**src/hw/frt_pkg.sv**
```systemverilog
// ****************************************************************
// Shared constants for the free-run timer and input capture.
// ****************************************************************
package frt_pkg;
    localparam int unsigned CNT_W      = 16;
    localparam int unsigned NUM_CH     = 4;
    localparam int unsigned ADDR_W     = 8;

    // ************************************************************
    // Register byte offsets.
    // ************************************************************
    localparam logic [7:0] OFS_CTRL    = 8'h00;
    localparam logic [7:0] OFS_COUNT   = 8'h04;
    localparam logic [7:0] OFS_CAP01   = 8'h08;
    localparam logic [7:0] OFS_CAP23   = 8'h0c;
    localparam logic [7:0] OFS_VAL0    = 8'h10;
    localparam logic [7:0] OFS_VAL1    = 8'h14;
    localparam logic [7:0] OFS_VAL2    = 8'h18;
    localparam logic [7:0] OFS_VAL3    = 8'h1c;
    localparam logic [7:0] OFS_STATUS  = 8'h20;
    localparam logic [7:0] OFS_MASK    = 8'h24;

    // ************************************************************
    // Field positions.
    // ************************************************************
    localparam int unsigned CTRL_EN_BIT  = 0;
    localparam int unsigned CTRL_SEL_LSB = 1;
    localparam int unsigned CTRL_CLR_BIT = 3;
    localparam int unsigned ST_OVF_BIT   = 0;
    localparam int unsigned ST_CAP_LSB   = 1;
    localparam int unsigned PAIR_IE_LSB  = 4;
    localparam int unsigned PAIR_FL_LSB  = 6;

    // ************************************************************
    // Reset values and limits.
    // ************************************************************
    localparam logic [3:0]  CTRL_RST   = 4'h0;
    localparam logic [15:0] CNT_RST    = 16'h0000;
    localparam logic [15:0] CNT_MAX    = 16'hffff;
    localparam logic [4:0]  IRQ_RST    = 5'h00;
    localparam logic [2:0]  DIV_RST    = 3'h0;

    typedef enum logic [1:0] {
        EDGE_NONE, EDGE_RISE, EDGE_FALL, EDGE_BOTH
    } frt_edge_type;

    typedef enum logic [1:0] {
        SEL_DIV2, SEL_DIV4, SEL_DIV8, SEL_EXT
    } frt_clk_sel_type;
endpackage

```
**src/hw/frt_tick.sv**
```systemverilog
`timescale 1ns/1ps
`default_nettype none
// ****************************************************************
// Count tick generator with four selectable sources.
// ****************************************************************
module frt_tick
    import frt_pkg::*;
(
    // Clock and reset
    input  wire logic       core_clk,
    input  wire logic       reset,
    // Source selection and external pin
    input  wire logic [1:0] sel,
    input  wire logic       ext_clk_pin,
    // Tick out
    output logic            tick
);
    logic [2:0] div_ff;
    logic [2:0] ext_ff;
    logic       tick_ff;
    logic       nxt_tick;

    always_ff @(posedge core_clk) begin
        if (reset) begin
            div_ff <= DIV_RST;
        end else begin
            div_ff <= div_ff + 3'h1;
        end
    end

    // The pin passes two flops before the edge detector looks at it.
    always_ff @(posedge core_clk) begin
        if (reset) begin
            ext_ff <= 3'h0;
        end else begin
            ext_ff <= {ext_ff[1:0], ext_clk_pin};
        end
    end

    always_comb begin
        unique case (frt_clk_sel_type'(sel))
            SEL_DIV2: nxt_tick = (div_ff[0] == 1'b1);
            SEL_DIV4: nxt_tick = (div_ff[1:0] == 2'h3);
            SEL_DIV8: nxt_tick = (div_ff == 3'h7);
            SEL_EXT:  nxt_tick = ext_ff[1] & ~ext_ff[2];
        endcase
    end

    always_ff @(posedge core_clk) begin
        if (reset) begin
            tick_ff <= 1'b0;
        end else begin
            tick_ff <= nxt_tick;
        end
    end

    assign tick = tick_ff;
endmodule // frt_tick
`default_nettype wire

```
**src/hw/frt_capture_ch.sv**
```systemverilog
`timescale 1ns/1ps
`default_nettype none
// ****************************************************************
// One input capture channel.
// ****************************************************************
module frt_capture_ch
    import frt_pkg::*;
(
    // Clock and reset
    input  wire logic              core_clk,
    input  wire logic              reset,
    // Pin and setup
    input  wire logic              cap_pin,
    input  wire logic [1:0]        edge_sel,
    input  wire logic [CNT_W-1:0]  timebase,
    // Results
    output logic                   cap_event,
    output logic [CNT_W-1:0]       cap_value
);
    logic [2:0]       pin_ff;
    logic             rise;
    logic             fall;
    logic             hit;
    logic             event_ff;
    logic [CNT_W-1:0] value_ff;

    always_ff @(posedge core_clk) begin
        if (reset) begin
            pin_ff <= 3'h0;
        end else begin
            pin_ff <= {pin_ff[1:0], cap_pin};
        end
    end

    assign rise = pin_ff[1] & ~pin_ff[2];
    assign fall = ~pin_ff[1] & pin_ff[2];

    always_comb begin
        unique case (frt_edge_type'(edge_sel))
            EDGE_NONE: hit = 1'b0;
            EDGE_RISE: hit = rise;
            EDGE_FALL: hit = fall;
            EDGE_BOTH: hit = rise | fall;
        endcase
    end

    always_ff @(posedge core_clk) begin
        if (reset) begin
            event_ff <= 1'b0;
            value_ff <= CNT_RST;
        end else begin
            event_ff <= hit;
            if (hit) begin
                value_ff <= timebase;
            end
        end
    end

    assign cap_event = event_ff;
    assign cap_value = value_ff;
endmodule // frt_capture_ch
`default_nettype wire

```
**src/hw/frt_timer.sv**
```systemverilog
// The register addresses and the APB register port were left to the implementer.
`timescale 1ns/1ps
`default_nettype none
// Notes on behaviour
// Sixteen-bit counter steps once per enabled tick.
// Counter value feeds compare and capture.
// Tick source chosen from four options.
// Wrap past maximum raises overflow request.
// Optional clear on compare register zero match.
// Selected edge latches counter into channel.
// Valid capture edge can raise interrupt.
// Each channel has own pin, own detector.
// Four channels: edge select, enable, flag.
module frt_timer
    import frt_pkg::*;
(
    // Clock and reset
    input  wire logic              core_clk,
    input  wire logic              reset,
    // APB slave
    input  wire logic              psel,
    input  wire logic              penable,
    input  wire logic              pwrite,
    input  wire logic [ADDR_W-1:0] paddr,
    input  wire logic [31:0]       pwdata,
    output logic [31:0]            prdata,
    output logic                   pready,
    output logic                   pslverr,
    // Pins
    input  wire logic              ext_clk_pin,
    input  wire logic [NUM_CH-1:0] capture_pin,
    // Output compare side
    input  wire logic [CNT_W-1:0]  compare_clear0,
    output logic [CNT_W-1:0]       timebase_value,
    // Interrupt
    output logic                   irq
);
    // ************************************************************
    // Declarations.
    // ************************************************************
    logic [3:0]             ctrl_ff;
    logic [CNT_W-1:0]       count_ff;
    logic [CNT_W-1:0]       nxt_count;
    logic [7:0]             pair_sel_ff;
    logic [4:0]             mask_ff;
    logic [4:0]             status_ff;
    logic [4:0]             set_bits;
    logic [4:0]             clr_bits;
    logic                   irq_ff;
    logic                   pready_ff;
    logic                   pslverr_ff;
    logic [31:0]            prdata_ff;
    logic [31:0]            nxt_prdata;
    logic                   nxt_err;
    logic                   access;
    logic                   done;
    logic                   wr;
    logic                   tick;
    logic                   run;
    logic                   match_clr;
    logic                   wrap;
    logic [NUM_CH-1:0]      cap_event;
    logic [CNT_W-1:0]       cap_value [NUM_CH];
    logic [7:0]             pair01;
    logic [7:0]             pair23;

    // ************************************************************
    // APB slave.
    // ************************************************************
    // One wait state keeps read data on a flop at the cost of speed.
    assign access = psel & penable;
    assign done   = access & pready_ff;
    assign wr     = done & pwrite;

    assign pair01 = {status_ff[ST_CAP_LSB+1], status_ff[ST_CAP_LSB],
                     mask_ff[2], mask_ff[1], pair_sel_ff[3:0]};
    assign pair23 = {status_ff[ST_CAP_LSB+3], status_ff[ST_CAP_LSB+2],
                     mask_ff[4], mask_ff[3], pair_sel_ff[7:4]};

    always_comb begin
        nxt_prdata = 32'h0000_0000;
        nxt_err    = 1'b0;
        if (paddr[1:0] != 2'h0) begin
            nxt_err = 1'b1;
        end else begin
            unique case (paddr)
                OFS_CTRL:   nxt_prdata = {28'h000_0000, ctrl_ff};
                OFS_COUNT:  nxt_prdata = {16'h0000, count_ff};
                OFS_CAP01:  nxt_prdata = {24'h00_0000, pair01};
                OFS_CAP23:  nxt_prdata = {24'h00_0000, pair23};
                OFS_VAL0:   nxt_prdata = {16'h0000, cap_value[0]};
                OFS_VAL1:   nxt_prdata = {16'h0000, cap_value[1]};
                OFS_VAL2:   nxt_prdata = {16'h0000, cap_value[2]};
                OFS_VAL3:   nxt_prdata = {16'h0000, cap_value[3]};
                OFS_STATUS: nxt_prdata = {27'h000_0000, status_ff};
                OFS_MASK:   nxt_prdata = {27'h000_0000, mask_ff};
                default:    nxt_err    = 1'b1;
            endcase
        end
    end

    always_ff @(posedge core_clk) begin
        if (reset) begin
            pready_ff  <= 1'b0;
            pslverr_ff <= 1'b0;
            prdata_ff  <= 32'h0000_0000;
        end else begin
            pready_ff  <= access & ~pready_ff;
            pslverr_ff <= access & ~pready_ff & nxt_err;
            if (access & ~pready_ff & ~pwrite) begin
                prdata_ff <= nxt_prdata;
            end
        end
    end

    assign prdata  = prdata_ff;
    assign pready  = pready_ff;
    assign pslverr = pslverr_ff;

    // ************************************************************
    // Control and mask registers.
    // ************************************************************
    // Control register write.
    always_ff @(posedge core_clk) begin
        if (reset) begin
            ctrl_ff <= CTRL_RST;
        end else if (wr && paddr == OFS_CTRL) begin
            ctrl_ff <= pwdata[3:0];
        end
    end

    // Edge selects and interrupt enables.
    always_ff @(posedge core_clk) begin
        if (reset) begin
            pair_sel_ff <= 8'h00;
            mask_ff     <= IRQ_RST;
        end else if (wr && paddr == OFS_CAP01) begin
            pair_sel_ff[3:0] <= pwdata[3:0];
            mask_ff[2:1]     <= pwdata[PAIR_IE_LSB+1:PAIR_IE_LSB];
        end else if (wr && paddr == OFS_CAP23) begin
            pair_sel_ff[7:4] <= pwdata[3:0];
            mask_ff[4:3]     <= pwdata[PAIR_IE_LSB+1:PAIR_IE_LSB];
        end else if (wr && paddr == OFS_MASK) begin
            mask_ff <= pwdata[4:0];
        end
    end

    // ************************************************************
    // Timebase counter.
    // ************************************************************
    // Tick source selection.
    frt_tick u_tick (
        .core_clk    (core_clk),
        .reset       (reset),
        .sel         (ctrl_ff[CTRL_SEL_LSB+1:CTRL_SEL_LSB]),
        .ext_clk_pin (ext_clk_pin),
        .tick        (tick)
    );

    assign run       = tick & ctrl_ff[CTRL_EN_BIT];
    assign match_clr = ctrl_ff[CTRL_CLR_BIT] & (count_ff == compare_clear0);
    assign wrap      = run & ~match_clr & (count_ff == CNT_MAX);

    // Step or clear on match.
    always_comb begin
        nxt_count = count_ff;
        if (run) begin
            if (match_clr) begin
                nxt_count = CNT_RST;
            end else begin
                nxt_count = count_ff + 16'h0001;
            end
        end
    end

    always_ff @(posedge core_clk) begin
        if (reset) begin
            count_ff <= CNT_RST;
        end else begin
            count_ff <= nxt_count;
        end
    end

    // Common time reference.
    assign timebase_value = count_ff;

    // ************************************************************
    // Capture channels.
    // ************************************************************
    // One pin and detector per channel.
    for (genvar i = 0; i < NUM_CH; i++) begin : g_ch
        frt_capture_ch u_ch (
            .core_clk  (core_clk),
            .reset     (reset),
            .cap_pin   (capture_pin[i]),
            .edge_sel  (pair_sel_ff[2*i+1:2*i]),
            .timebase  (count_ff),
            .cap_event (cap_event[i]),
            .cap_value (cap_value[i])
        );
    end

    // ************************************************************
    // Interrupt status.
    // ************************************************************
    assign set_bits = {cap_event, wrap};

    always_comb begin
        clr_bits = 5'h00;
        if (wr && paddr == OFS_STATUS) begin
            clr_bits = pwdata[4:0];
        end else if (wr && paddr == OFS_CAP01) begin
            clr_bits[2:1] = pwdata[PAIR_FL_LSB+1:PAIR_FL_LSB];
        end else if (wr && paddr == OFS_CAP23) begin
            clr_bits[4:3] = pwdata[PAIR_FL_LSB+1:PAIR_FL_LSB];
        end
    end

    // Sticky flags; a new event beats a clear.
    always_ff @(posedge core_clk) begin
        if (reset) begin
            status_ff <= IRQ_RST;
        end else begin
            status_ff <= (status_ff & ~clr_bits) | set_bits;
        end
    end

    // Masked interrupt level.
    always_ff @(posedge core_clk) begin
        if (reset) begin
            irq_ff <= 1'b0;
        end else begin
            irq_ff <= |(status_ff & mask_ff);
        end
    end

    assign irq = irq_ff;
endmodule // frt_timer
`default_nettype wire

```
**config.mk**
```make
export PLATFORM = sky130hd
export DESIGN_NAME = frt_timer
export DESIGN_NICKNAME = d
export VERILOG_FILES = /design/src/hw/frt_pkg.sv /design/src/hw/frt_tick.sv /design/src/hw/frt_capture_ch.sv /design/src/hw/frt_timer.sv
export SDC_FILE = /design/constraint.sdc
export NUM_CORES = 1
export LEC_CHECK = 0
export ABC_CLOCK_PERIOD_IN_PS = 1900
export BUFFER_PORTS_ARGS = -buffer_cell sky130_fd_sc_hd__buf_2
export CAP_MARGIN = 25
export CORE_ASPECT_RATIO = 1.75
export CORE_MARGIN = 4
export CORE_UTILIZATION = 43
export CTS_CLUSTER_SIZE = 8
export DETAILED_ROUTE_END_ITERATION = 10
export MAX_ROUTING_LAYER = met4
export PLACE_DENSITY = 0.65
export SLEW_MARGIN = 20
export SYNTH_ARGS = -nofsm -noshare
export SYNTH_HDL_FRONTEND = slang
export SYNTH_SLANG_ARGS = --single-unit
```
**constraint.sdc**
```tcl
create_clock -name core_clk -period 1.9 [get_ports core_clk]
set_input_delay 0.19 -clock core_clk [delete_from_list [all_inputs] [get_ports core_clk]]
set_output_delay 0.19 -clock core_clk [all_outputs]
set_load 0.01 [all_outputs]
```
; ---- Word level (Yosys, flattened, before mapping)
; Index checks and enable logic that the tools add are counted.
[op_classes]
add_sub_neg = 2
eq_ne = 29
mux = 19
n_bitwise = 41
n_reduce_logical = 20
[ops]
columns = op, count
row1 = 16-bit case mux with 10 select lines, 1
row2 = "8-bit by 5-bit == test with 1-bit output, second input constant", 4
row3 = 16-bit two-way mux, 2
row4 = "2-bit == test, second input constant", 11
row5 = 1-bit case mux with 4 select lines, 5
row6 = 1-bit bitwise AND, 19
row7 = "16-bit by 1-bit adder with 16-bit output, second input constant", 1
row8 = 16-bit == test, 1
row9 = "16-bit == test, second input constant", 1
row10 = "8-bit by 4-bit == test with 1-bit output, second input constant", 2
row11 = "8-bit by 6-bit == test with 1-bit output, second input constant", 2
row12 = 1-bit NOT, 14
row13 = 5-bit bitwise AND, 2
row14 = "2-bit by 1-bit == test with 1-bit output, second input constant", 5
row15 = 2-bit logical NOT, 5
row16 = 2-bit two-way mux, 5
row17 = 10-bit OR reduction, 1
row18 = "8-bit by 3-bit == test with 1-bit output, second input constant", 1
row19 = 8-bit logical NOT, 1
row20 = 2-bit AND reduction, 3
row21 = 2-bit nonzero test, 3
row22 = 1-bit logical AND, 5
row23 = 5-bit two-way mux, 1
row24 = 5-bit NOT, 1
row25 = 10 further kinds, 15
[word_totals]
ff_bits = 160
inputBits = 66
out_inout_bits = 51
word_cells = 138

; ---- Logic depth before layout (Yosys ltp)
; Gate-level depths: netlist (run 1).
[logic_depth]
ltp_word = 10
depth_mapped = 9
ltp_nobuf = 7

; ---- Modules after synthesis
; From an unflattened synthesis (run 1), not the netlist that was laid out.
[unflattened]
cells_unflattened = 763
hier_area_um2 = 7601.0
[by_module_without_submodules]
columns = mod, n_inst, cells_each, area_each_um2, seq_area_each_um2
row1 = frt_timer, 1, 437, 3709.8, 1141.1
row2 = frt_capture_ch, 4, 77, 912.1, 400.4
row3 = frt_tick, 1, 18, 242.7, 140.1

; ---- Worst setup path before layout (run 1)
; Ideal clock, no wire load.
[synth_path]
path_type = register to register
start = register g_ch[3].u_ch.pin_ff[1]
end = register g_ch[3].u_ch.value_ff[9]
setup_ns = 0.128
arrival_ns = 1.888
required_ns = 1.772
setup_slack_ns = -0.116
path_stages_with_launch = 8
path_buffers = 1
synth_period_minus_slack_ns = 2.016
path_cell_list = dfxtp_1 inv_1 ha_1 a21oi_1 a21oi_1 buf_2 mux2i_1 nor2_1
[synth_between]
elab_chain_cells = 4
elab_cells_between_ends = 5
cone_classes = 1 x mux / 4 x bitwise
[synth_lines]
columns = item, line
row1 = from (decl), frt_capture_ch.sv:20  ; logic [2:0] pin_ff;
row2 = from (signal assigned), frt_capture_ch.sv:31  ; pin_ff <= {pin_ff[1:0], cap_pin};
row3 = 1-bit NOT, frt_capture_ch.sv:36  ; assign fall = ~pin_ff[1] & pin_ff[2];
row4 = 1-bit bitwise AND, frt_capture_ch.sv:36
row5 = 1-bit bitwise OR, frt_capture_ch.sv:43  ; EDGE_BOTH: hit = rise | fall;
row6 = 1-bit case mux with 4 select lines *, frt_capture_ch.sv:39  ; unique case (frt_edge_type'(edge_sel))
row7 = to (signal assigned), frt_capture_ch.sv:54  ; value_ff <= timebase;
row8 = to (decl), frt_capture_ch.sv:25  ; logic [CNT_W-1:0] value_ff;
; Every way passes the cells marked *; elsewhere a longest branch is shown, timed or not.
; A chain may end at the register's enable or synchronous reset.

; ---- Worst setup path after layout (run 1)
[layout_path]
start = register count_ff[15], in the netlist timebase_value[15]
end = register count_ff[7], in the netlist timebase_value[7]
[layout_between]
elab_chain_cells = 3
[layout_lines]
columns = item, line
row1 = from (decl), frt_timer.sv:42  ; logic [CNT_W-1:0] count_ff;
row2 = from (signal assigned), frt_timer.sv:180  ; count_ff <= nxt_count;
row3 = 16-bit == test, frt_timer.sv:161  ; assign match_clr = ctrl_ff[CTRL_CLR_BIT] & (count_ff == compare_clear0);
row4 = 1-bit bitwise AND, frt_timer.sv:161
row5 = 16-bit two-way mux, frt_timer.sv:168  ; if (match_clr) begin
; Every way passes these cells.

==> out/metrics.cfg, run 1 <==
[pwr]
total_power_mw=6.764
combPwrFrac_pct=4.7
pwr-share-clk_pct=50.2
power_frac_seq_pct=45.1
p_int_mw=5.265
p_per_area_nw_per_um2=827.2
p_sw_share_pct=22.17
power_leakage_nw=3.317
vdd_drop_max_uv=589.2
switchingPower_mw=1.500

[logic_synthesis]
synth_edf_count=0
synth_flop_cell=dfxtp_1
yosysWarnings=0
synthArstFlopShare_pct=0
synth_seq_cells=144
syn_area_sq_um=6698
yosysSeqAreaShare_pct=43.04
syn_avg_cell_area_sq_um=9.420
syn-instance-count=711
synth_cell_type_count=54

[placed_design]
place_congestion=0.9886
post-place-ws_ns=-0.02366
dp_hpwl_mm=13.84
port_buffers=76

[route]
vias_per_cell=5.421
drt_wl_total_mm=18.68
postRouteAntennaNets=0
drc=0
dr.pass1.iters=5
wl_per_cell_um=18.54
num_vias=5464
dr.first_iter.drc_count=306

[floorplan]
dieHeight_um=173.1
start_util_pct=43.73
rows=60
fp.dieArea_sq_um=17720
io-pin-count=117
core_area_sq_um=15310
dieWidth_um=102.3

[setup_path]
cp_top_family=simple AND/OR/NAND/NOR gates
rr_startpoint=timebase_value[15]
cp.required_ns=2.21
crit_start=timebase_value[15]
critPathCaptureType=register
worst-path-buf-inv=1
path_max_fanout=9
cp.arrival_ns=2.08
ff2ff_setup_slack_ns=0.13
cp_slowest_cell=nor4_1
endpoint=timebase_value[7]
cp.depth=6
reg2reg_to=timebase_value[7]
worst_path_largest_cell_delay_ns=0.35
crit_type=register to register
path_cells=xor2_1 > nor4_1 > nand3_1 > o31ai_4 > buf_4 > nor2_1
critPathLaunchType=register
r2r_cells=6

[timing]
relSlewSlack_pct=61.15
drv_slew=0
setup_slack_ns=0.1316
grt_setup_unrepaired=no
setup_viol=0
fin_crit_ns=1.768
max_freq_mhz=565.5
finalHoldViolCount=0
fin_skew_ns=0.009755
period_share_pct=93.07
tightest_slew_ns=0.5782

[global_routing]
antenna_found_initial=0
grt_max_degree=42
grt_use_total_pct=22.15
grt_pass1_wl_mm=29.28
grt_pass1_vias=5655
grt_overflow=0

[clocking]
cts_sinks=144
cts_max_level=4
clkTransAtPathRegs_ns=0.06
cts_tree=built
clk_path_buf_depth=2
clock_latency_ns=0.42
numCtsBuffers=17
root_buffer=clkbuf_16

[flow_run]
cap_violations=0

[cells_and_area]
fin_nets=887
seq_area_sq_um=2884
nFillCells=1400
multi_input_area_sq_um=3518
drive_gt1_share_pct=24.09
synthToLayoutAreaGrowth_pct=22.10
diodes=0

[outcome]
status=finished clean

[hold_path]
hp-class=primary input to register

## area by class of cell
class                      count  area share, %
sequential                   144          35.27
inverter                      10         0.4590
tap                          186          2.846
timing repair buffer         134          11.05
clock buffer                  19          5.416
multi-input combinational    503          43.02
clock inverter                12          1.943
## layout by cell type, fill, tap and decap left out, drive strengths merged, types with 3 or more instances in the layout
| cell type | netlist | layout |
|---|---|---|
| a31oi | 4 | 4 |
| o22ai | 7 | 7 |
| a21oi | 11 | 11 |
| mux4 | 12 | 12 |
| nor4 | 10 | 10 |
| mux2i | 90 | 90 |
| nor2b | 22 | 22 |
| nand3 | 12 | 12 |
| buf | 32 | 130 |
| clkbuf | 37 | 19 |
| a211oi | 3 | 3 |
| a22oi | 19 | 19 |
| ha | 11 | 11 |
| a22o | 3 | 3 |
| nand2 | 46 | 46 |
| mux2 | 12 | 12 |
| inv | 10 | 12 |
| dfxtp | 144 | 144 |
| nor2 | 118 | 118 |
| nand4 | 6 | 6 |
| clkinv | 0 | 5 |
| bufinv | 0 | 3 |
| xnor2 | 4 | 4 |
| dlygate4sd3 | 0 | 4 |
| and3 | 5 | 5 |
| or4b | 3 | 3 |
| nor3 | 13 | 13 |
| xor2 | 22 | 22 |
| and2 | 7 | 7 |
| or3 | 4 | 4 |
| conb | 1 | 16 |
| o21ai | 25 | 25 |
| a32oi | 3 | 3 |
## synth_stat cells (4+ instances only)
cell,n,area (sq um)
a21oi_1,11,55.05
a22oi_1,19,142.6
a31oi_1,4,25.02
and2_1,6,37.54
and3_1,5,31.28
buf_1,6,22.52
buf_2,8,40.04
buf_4,16,120.1
clkbuf_1,37,138.9
dfxtp_1,144,2883
ha_1,11,137.6
inv_1,10,37.54
mux2_2,11,123.9
mux2i_1,90,900.9
mux4_2,12,270.3
nand2_1,46,172.7
nand3_1,12,60.06
nand4_1,6,37.54
nor2_1,118,442.9
nor2b_1,22,137.6
nor3_1,10,50.05
nor4_1,9,56.30
o21ai_0,25,125.1
o22ai_1,7,43.79
or3_1,4,25.02
xnor2_1,4,35.03
xor2_1,22,192.7
## worst reg2reg max path, cell delays in order (launching register included)
cell and delay [ns]:
dfxtp_1 0.32, xor2_1 0.16, nor4_1 0.35, nand3_1 0.29, o31ai_4 0.27, buf_4 0.21
nor2_1 0.07
## sequential cells by signal, indices dropped and copies added (netlist names), 3 cells and up
| name | cells |
|---|---|
| g_ch.u_ch.pin_ff | 12 |
| prdata | 16 |
| g_ch.u_ch.cap_event | 4 |
| ctrl_ff | 4 |
| status_ff | 5 |
| mask_ff | 5 |
| g_ch.u_ch.cap_value | 64 |
| u_tick.div_ff | 3 |
| timebase_value | 16 |
| u_tick.ext_ff | 3 |
| pair_sel_ff | 8 |
## power by group through the flow
stage	combinational [mW]	sequential (mW)	clock (mW)
floorplan	0.202	3.11	0
global placement	0.301	3.11	0
detailed placement	0.307	3.12	0
CTS	0.316	3.05	3.45
global route	0.349	3.05	3.57
finish	0.319	3.05	3.40
## metrics by stage
| step | setup TNS (ns) | area [sq um] | std cells | utilization (%) | hold WS, ns |
|---|---|---|---|---|---|
| 3_3_place_gp | 0 | 7522 | 972 | 49.12 | 0.4068 |
| 6_report | 0 | 8178 | 1008 | 53.40 | 0.01070 |
| 2_1_floorplan | 0 | 6770 | 726 | - | 0.3182 |
| 5_1_grt | 0 | 8178 | 1008 | 53.40 | 0.01075 |
| 3_5_place_dp | -0.02366 | 7522 | 972 | 49.12 | 0.4062 |
| 4_1_cts | 0 | 8164 | 1007 | 53.31 | 0.01787 |
## metal layers
| metal | global-route usage (%) | vias up | share of wire [%] |
|---|---|---|---|
| met5 | - | - | 0 |
| met4 | 11.99 | 0 | 5.1 |
| met3 | 3.553 | 56 | 3.0 |
| met2 | 39.85 | 149 | 56 |
| met1 | 22.02 | 2612 | 36 |
| li1 | - | 2647 | - |
## cells by family (layout without fill, tap and decap cells)
group | count (synthesis) | in the layout | synth area share [%]
XOR/XNOR | 26 | 26 | 3.400
AND/OR/NAND/NOR | 253 | 253 | 18.14
multiplexers | 114 | 114 | 19.50
AO/OA/AOI/OAI | 83 | 83 | 8.108
buffers and inverters | 79 | 175 | 5.698
adder cells (fa/ha/maj) | 11 | 11 | 2.055
flip-flops | 144 | 144 | 43.04
other | 1 | 16 | 0.05599
## worst min path at each step
stage / startpoint / to / slack (ns) / cells past startpoint
after floorplan: capture_pin[0] / g_ch[0].u_ch.pin_ff[0] / 0.32 / 1
after global placement: capture_pin[0] / g_ch[0].u_ch.pin_ff[0] / 0.41 / 2
after detailed placement: capture_pin[2] / g_ch[2].u_ch.pin_ff[0] / 0.41 / 2
after CTS: ext_clk_pin / u_tick.ext_ff[0] / 0.02 / 2
after global routing: ext_clk_pin / u_tick.ext_ff[0] / 0.01 / 2
final: ext_clk_pin / u_tick.ext_ff[0] / 0.01 / 2
## what timing repair did
action                     CTS  global route
setup endpoints to repair    0            14
gates resized for setup      0             2
hold buffers                 4             0
hold endpoints to repair     4             0
buffers inserted             0             1
Power figures use the tool's default switching activity.
==> inputs of run 2 (changes only) <==
--- a/config.mk
+++ b/config.mk
@@ -5,7 +5,7 @@
 export SDC_FILE = /design/constraint.sdc
 export NUM_CORES = 1
 export LEC_CHECK = 0
-export ABC_CLOCK_PERIOD_IN_PS = 1900
+export ABC_CLOCK_PERIOD_IN_PS = 1700
 export BUFFER_PORTS_ARGS = -buffer_cell sky130_fd_sc_hd__buf_2
 export CAP_MARGIN = 25
 export CORE_ASPECT_RATIO = 1.75
@@ -14,7 +14,7 @@
 export CTS_CLUSTER_SIZE = 8
 export DETAILED_ROUTE_END_ITERATION = 10
 export MAX_ROUTING_LAYER = met4
-export PLACE_DENSITY = 0.65
+export PLACE_DENSITY = 0.63
 export SLEW_MARGIN = 20
 export SYNTH_ARGS = -nofsm -noshare
 export SYNTH_HDL_FRONTEND = slang
==> constraint.sdc (replaced) <==
create_clock -name core_clk -period 1.7 [get_ports core_clk]
set_input_delay 0.17 -clock core_clk [delete_from_list [all_inputs] [get_ports core_clk]]
set_output_delay 0.17 -clock core_clk [all_outputs]
set_load 0.01 [all_outputs]
==> out/metrics.cfg, run 2 (synthesized netlist as in run 1, its figures left out) <==
[floorplan]
dieWidth_um=102.3  ; unchanged
io-pin-count=117  ; unchanged
dieHeight_um=173.1  ; unchanged
rows=60  ; unchanged
start_util_pct=43.73  ; unchanged
core_area_sq_um=15310  ; unchanged
fp.dieArea_sq_um=17720  ; unchanged

[clocking]
root_buffer=clkbuf_16  ; unchanged
cts_sinks=144  ; unchanged
clk_path_buf_depth=2  ; unchanged
clkTransAtPathRegs_ns=0.06  ; about the same
cts_tree=built  ; unchanged
cts_max_level=4  ; unchanged
numCtsBuffers=17  ; unchanged
clock_latency_ns=0.42  ; about the same

[setup_path]
path_cells=inv_1 > ha_1 > nor2b_1 > o21ai_1 > o21ai_4 > clkbuf_16 > mux2i_1 > nor2_1  ; was xor2_1 > nor4_1 > nand3_1 > o31ai_4 > buf_4 > nor2_1
cp.required_ns=1.99  ; was 2.21 ns
critPathCaptureType=register  ; unchanged
critPathLaunchType=register  ; unchanged
ff2ff_setup_slack_ns=0.03  ; was 0.13 ns
cp_slowest_cell=dfxtp_2  ; was nor4_1
cp.arrival_ns=1.96  ; was 2.08 ns
path_max_fanout=8  ; was 9
crit_type=register to register  ; unchanged
worst_path_largest_cell_delay_ns=0.33  ; was 0.35 ns

[route]
drt_wl_total_mm=19.41  ; was 18.68 mm
dr.pass1.iters=5  ; unchanged
num_vias=5724  ; was 5464
wl_per_cell_um=18.72  ; was 18.54 um
vias_per_cell=5.520  ; was 5.421
dr.first_iter.drc_count=339  ; was 306
postRouteAntennaNets=0  ; unchanged
drc=0  ; unchanged

[timing]
finalHoldViolCount=0  ; unchanged
max_freq_mhz=597.8  ; was 565.5 MHz
setup_viol=0  ; unchanged
setup_slack_ns=0.02715  ; was 0.1316 ns
grt_setup_unrepaired=yes  ; was no
fin_skew_ns=0.007770  ; was 0.009755 ns
drv_slew=0  ; unchanged
relSlewSlack_pct=63.99  ; was 61.15%
period_share_pct=98.40  ; was 93.07%
tightest_slew_ns=0.5402  ; was 0.5782 ns
fin_crit_ns=1.673  ; was 1.768 ns

[global_routing]
busiest_layer=met2  ; unchanged
grt.met1_usage_pct=21.63  ; was 22.02%
use_met3_pct=3.230  ; was 3.553%
global_route.usage.met2_pct=40.31  ; was 39.85%
antenna_found_initial=0  ; unchanged
grt_pass1_vias=5865  ; was 5655
grt_overflow=0  ; unchanged
grt_max_degree=43  ; was 42
grt_use_total_pct=22.14  ; was 22.15%
grt_pass1_wl_mm=29.67  ; was 29.28 mm

[pwr]
vdd_drop_max_uv=617.6  ; was 589.2 uV
p_sw_share_pct=23.37  ; was 22.17%
power_frac_seq_pct=46.9  ; was 45.1%
pwr-share-clk_pct=47.7  ; was 50.2%
total_power_mw=7.258  ; was 6.764 mW
combPwrFrac_pct=5.4  ; was 4.7%
p_int_mw=5.562  ; was 5.265 mW
power_leakage_nw=3.486  ; was 3.317 nW
switchingPower_mw=1.696  ; was 1.500 mW
p_per_area_nw_per_um2=845.2  ; was 827.2 nW/um^2

[placed_design]
port_buffers=76  ; unchanged
post-place-ws_ns=-0.2180  ; was -0.02366 ns
place_congestion=0.9534  ; was 0.9886
dp_hpwl_mm=13.92  ; was 13.84 mm

[cells_and_area]
drive_gt1_share_pct=29.14  ; was 24.09%
diodes=0  ; unchanged
synthToLayoutAreaGrowth_pct=28.21  ; was 22.10%
layout_common_cells=dfxtp_1, nor2_1, mux2i_1  ; unchanged
largest_reg_flops=64  ; unchanged
final_common_cell=dfxtp_1  ; unchanged
fin_nets=915  ; was 887

[flow_run]
cap_violations=0  ; unchanged

[hold_path]
hp-class=primary input to register  ; unchanged

[outcome]
status=finished clean  ; unchanged

run 2: cell types whose count changed in the layout (fill, tap and decap cells not counted), sizes merged:
| cell | previous run | this run |
|---|---|---|
| dlygate4sd3 | 4 | 5 |
| buf | 130 | 151 |
| bufinv | 3 | 1 |
| clkbuf | 19 | 24 |
| clkinv | 5 | 9 |
run 2: per-layer routing:
layer / wire length [um] / up-vias / part of all wire, %
met1: 6916 / 2790 / 36
li1: - / 2707 / -
met3: 598 / 70 / 3.1
met4: 1162 / 0 / 6.0
met5: 0 / - / 0
met2: 10730 / 157 / 55
run 2: power by group through the flow:
stage	combinational, mW	sequential (mW)	clock (mW)
floorplan	0.234	3.48	0
global route	0.425	3.41	3.65
global placement	0.365	3.48	0
finish	0.392	3.41	3.46
CTS	0.382	3.41	3.50
detailed placement	0.371	3.48	0
run 2: layout make-up:
class	instances	area [sq um]
Timing Repair Buffer	162	1246
Fill cell	1355	6728
Clock buffer	18	429.2
Sequential cell	144	2890
Tap cell	186	232.7
Inverter	10	37.54
Clock inverter	14	115.1
Multi-Input combinational cell	503	3636
run 2: final timing paths:
kind	to	from	cells after the start
worst min-delay path	pready	penable	3
worst max-delay path	g_ch[2].u_ch.cap_value[11]	g_ch[2].u_ch.pin_ff[1]	8
worst min register to register	g_ch[0].u_ch.pin_ff[1]	g_ch[0].u_ch.pin_ff[0]	1
worst max register to register	g_ch[2].u_ch.cap_value[11]	g_ch[2].u_ch.pin_ff[1]	8
run 2: worst max-delay path: cells and delay by family, from the launching register on:
family | cells | cell delay [ns]
adder cells (fa/ha/maj) | 1 | 0.28
flip-flops | 1 | 0.33
multiplexers | 1 | 0.20
AO/OA/AOI/OAI | 2 | 0.28
buffers and inverters | 2 | 0.29
AND/OR/NAND/NOR | 2 | 0.17
run 2: per-stage QoR:
step                      utilization [%]  cell area, sq um  hold slack [ns]  TNS (ns)  std cells
after floorplan                         -              6839           0.2982   -0.7623        726
after global placement              50.33              7707           0.3877    -3.073        992
after detailed placement            50.33              7707           0.3862    -4.785        992
after CTS                           54.42              8334          0.01781         0       1031
after global routing                56.07              8587          0.06104   -0.2929       1037
final                               56.07              8587          0.03429         0       1037
run 2: timing repair:
action / 4_1_cts / 5_1_grt
endpoints found under the setup margin: 22 / 44
gates cloned: 0 / 6
setup buffers: 2 / 1
endpoints found under the hold margin: 5 / 0
hold buffers: 5 / 0
pin swaps: 2 / 7
resized for setup: 1 / 27
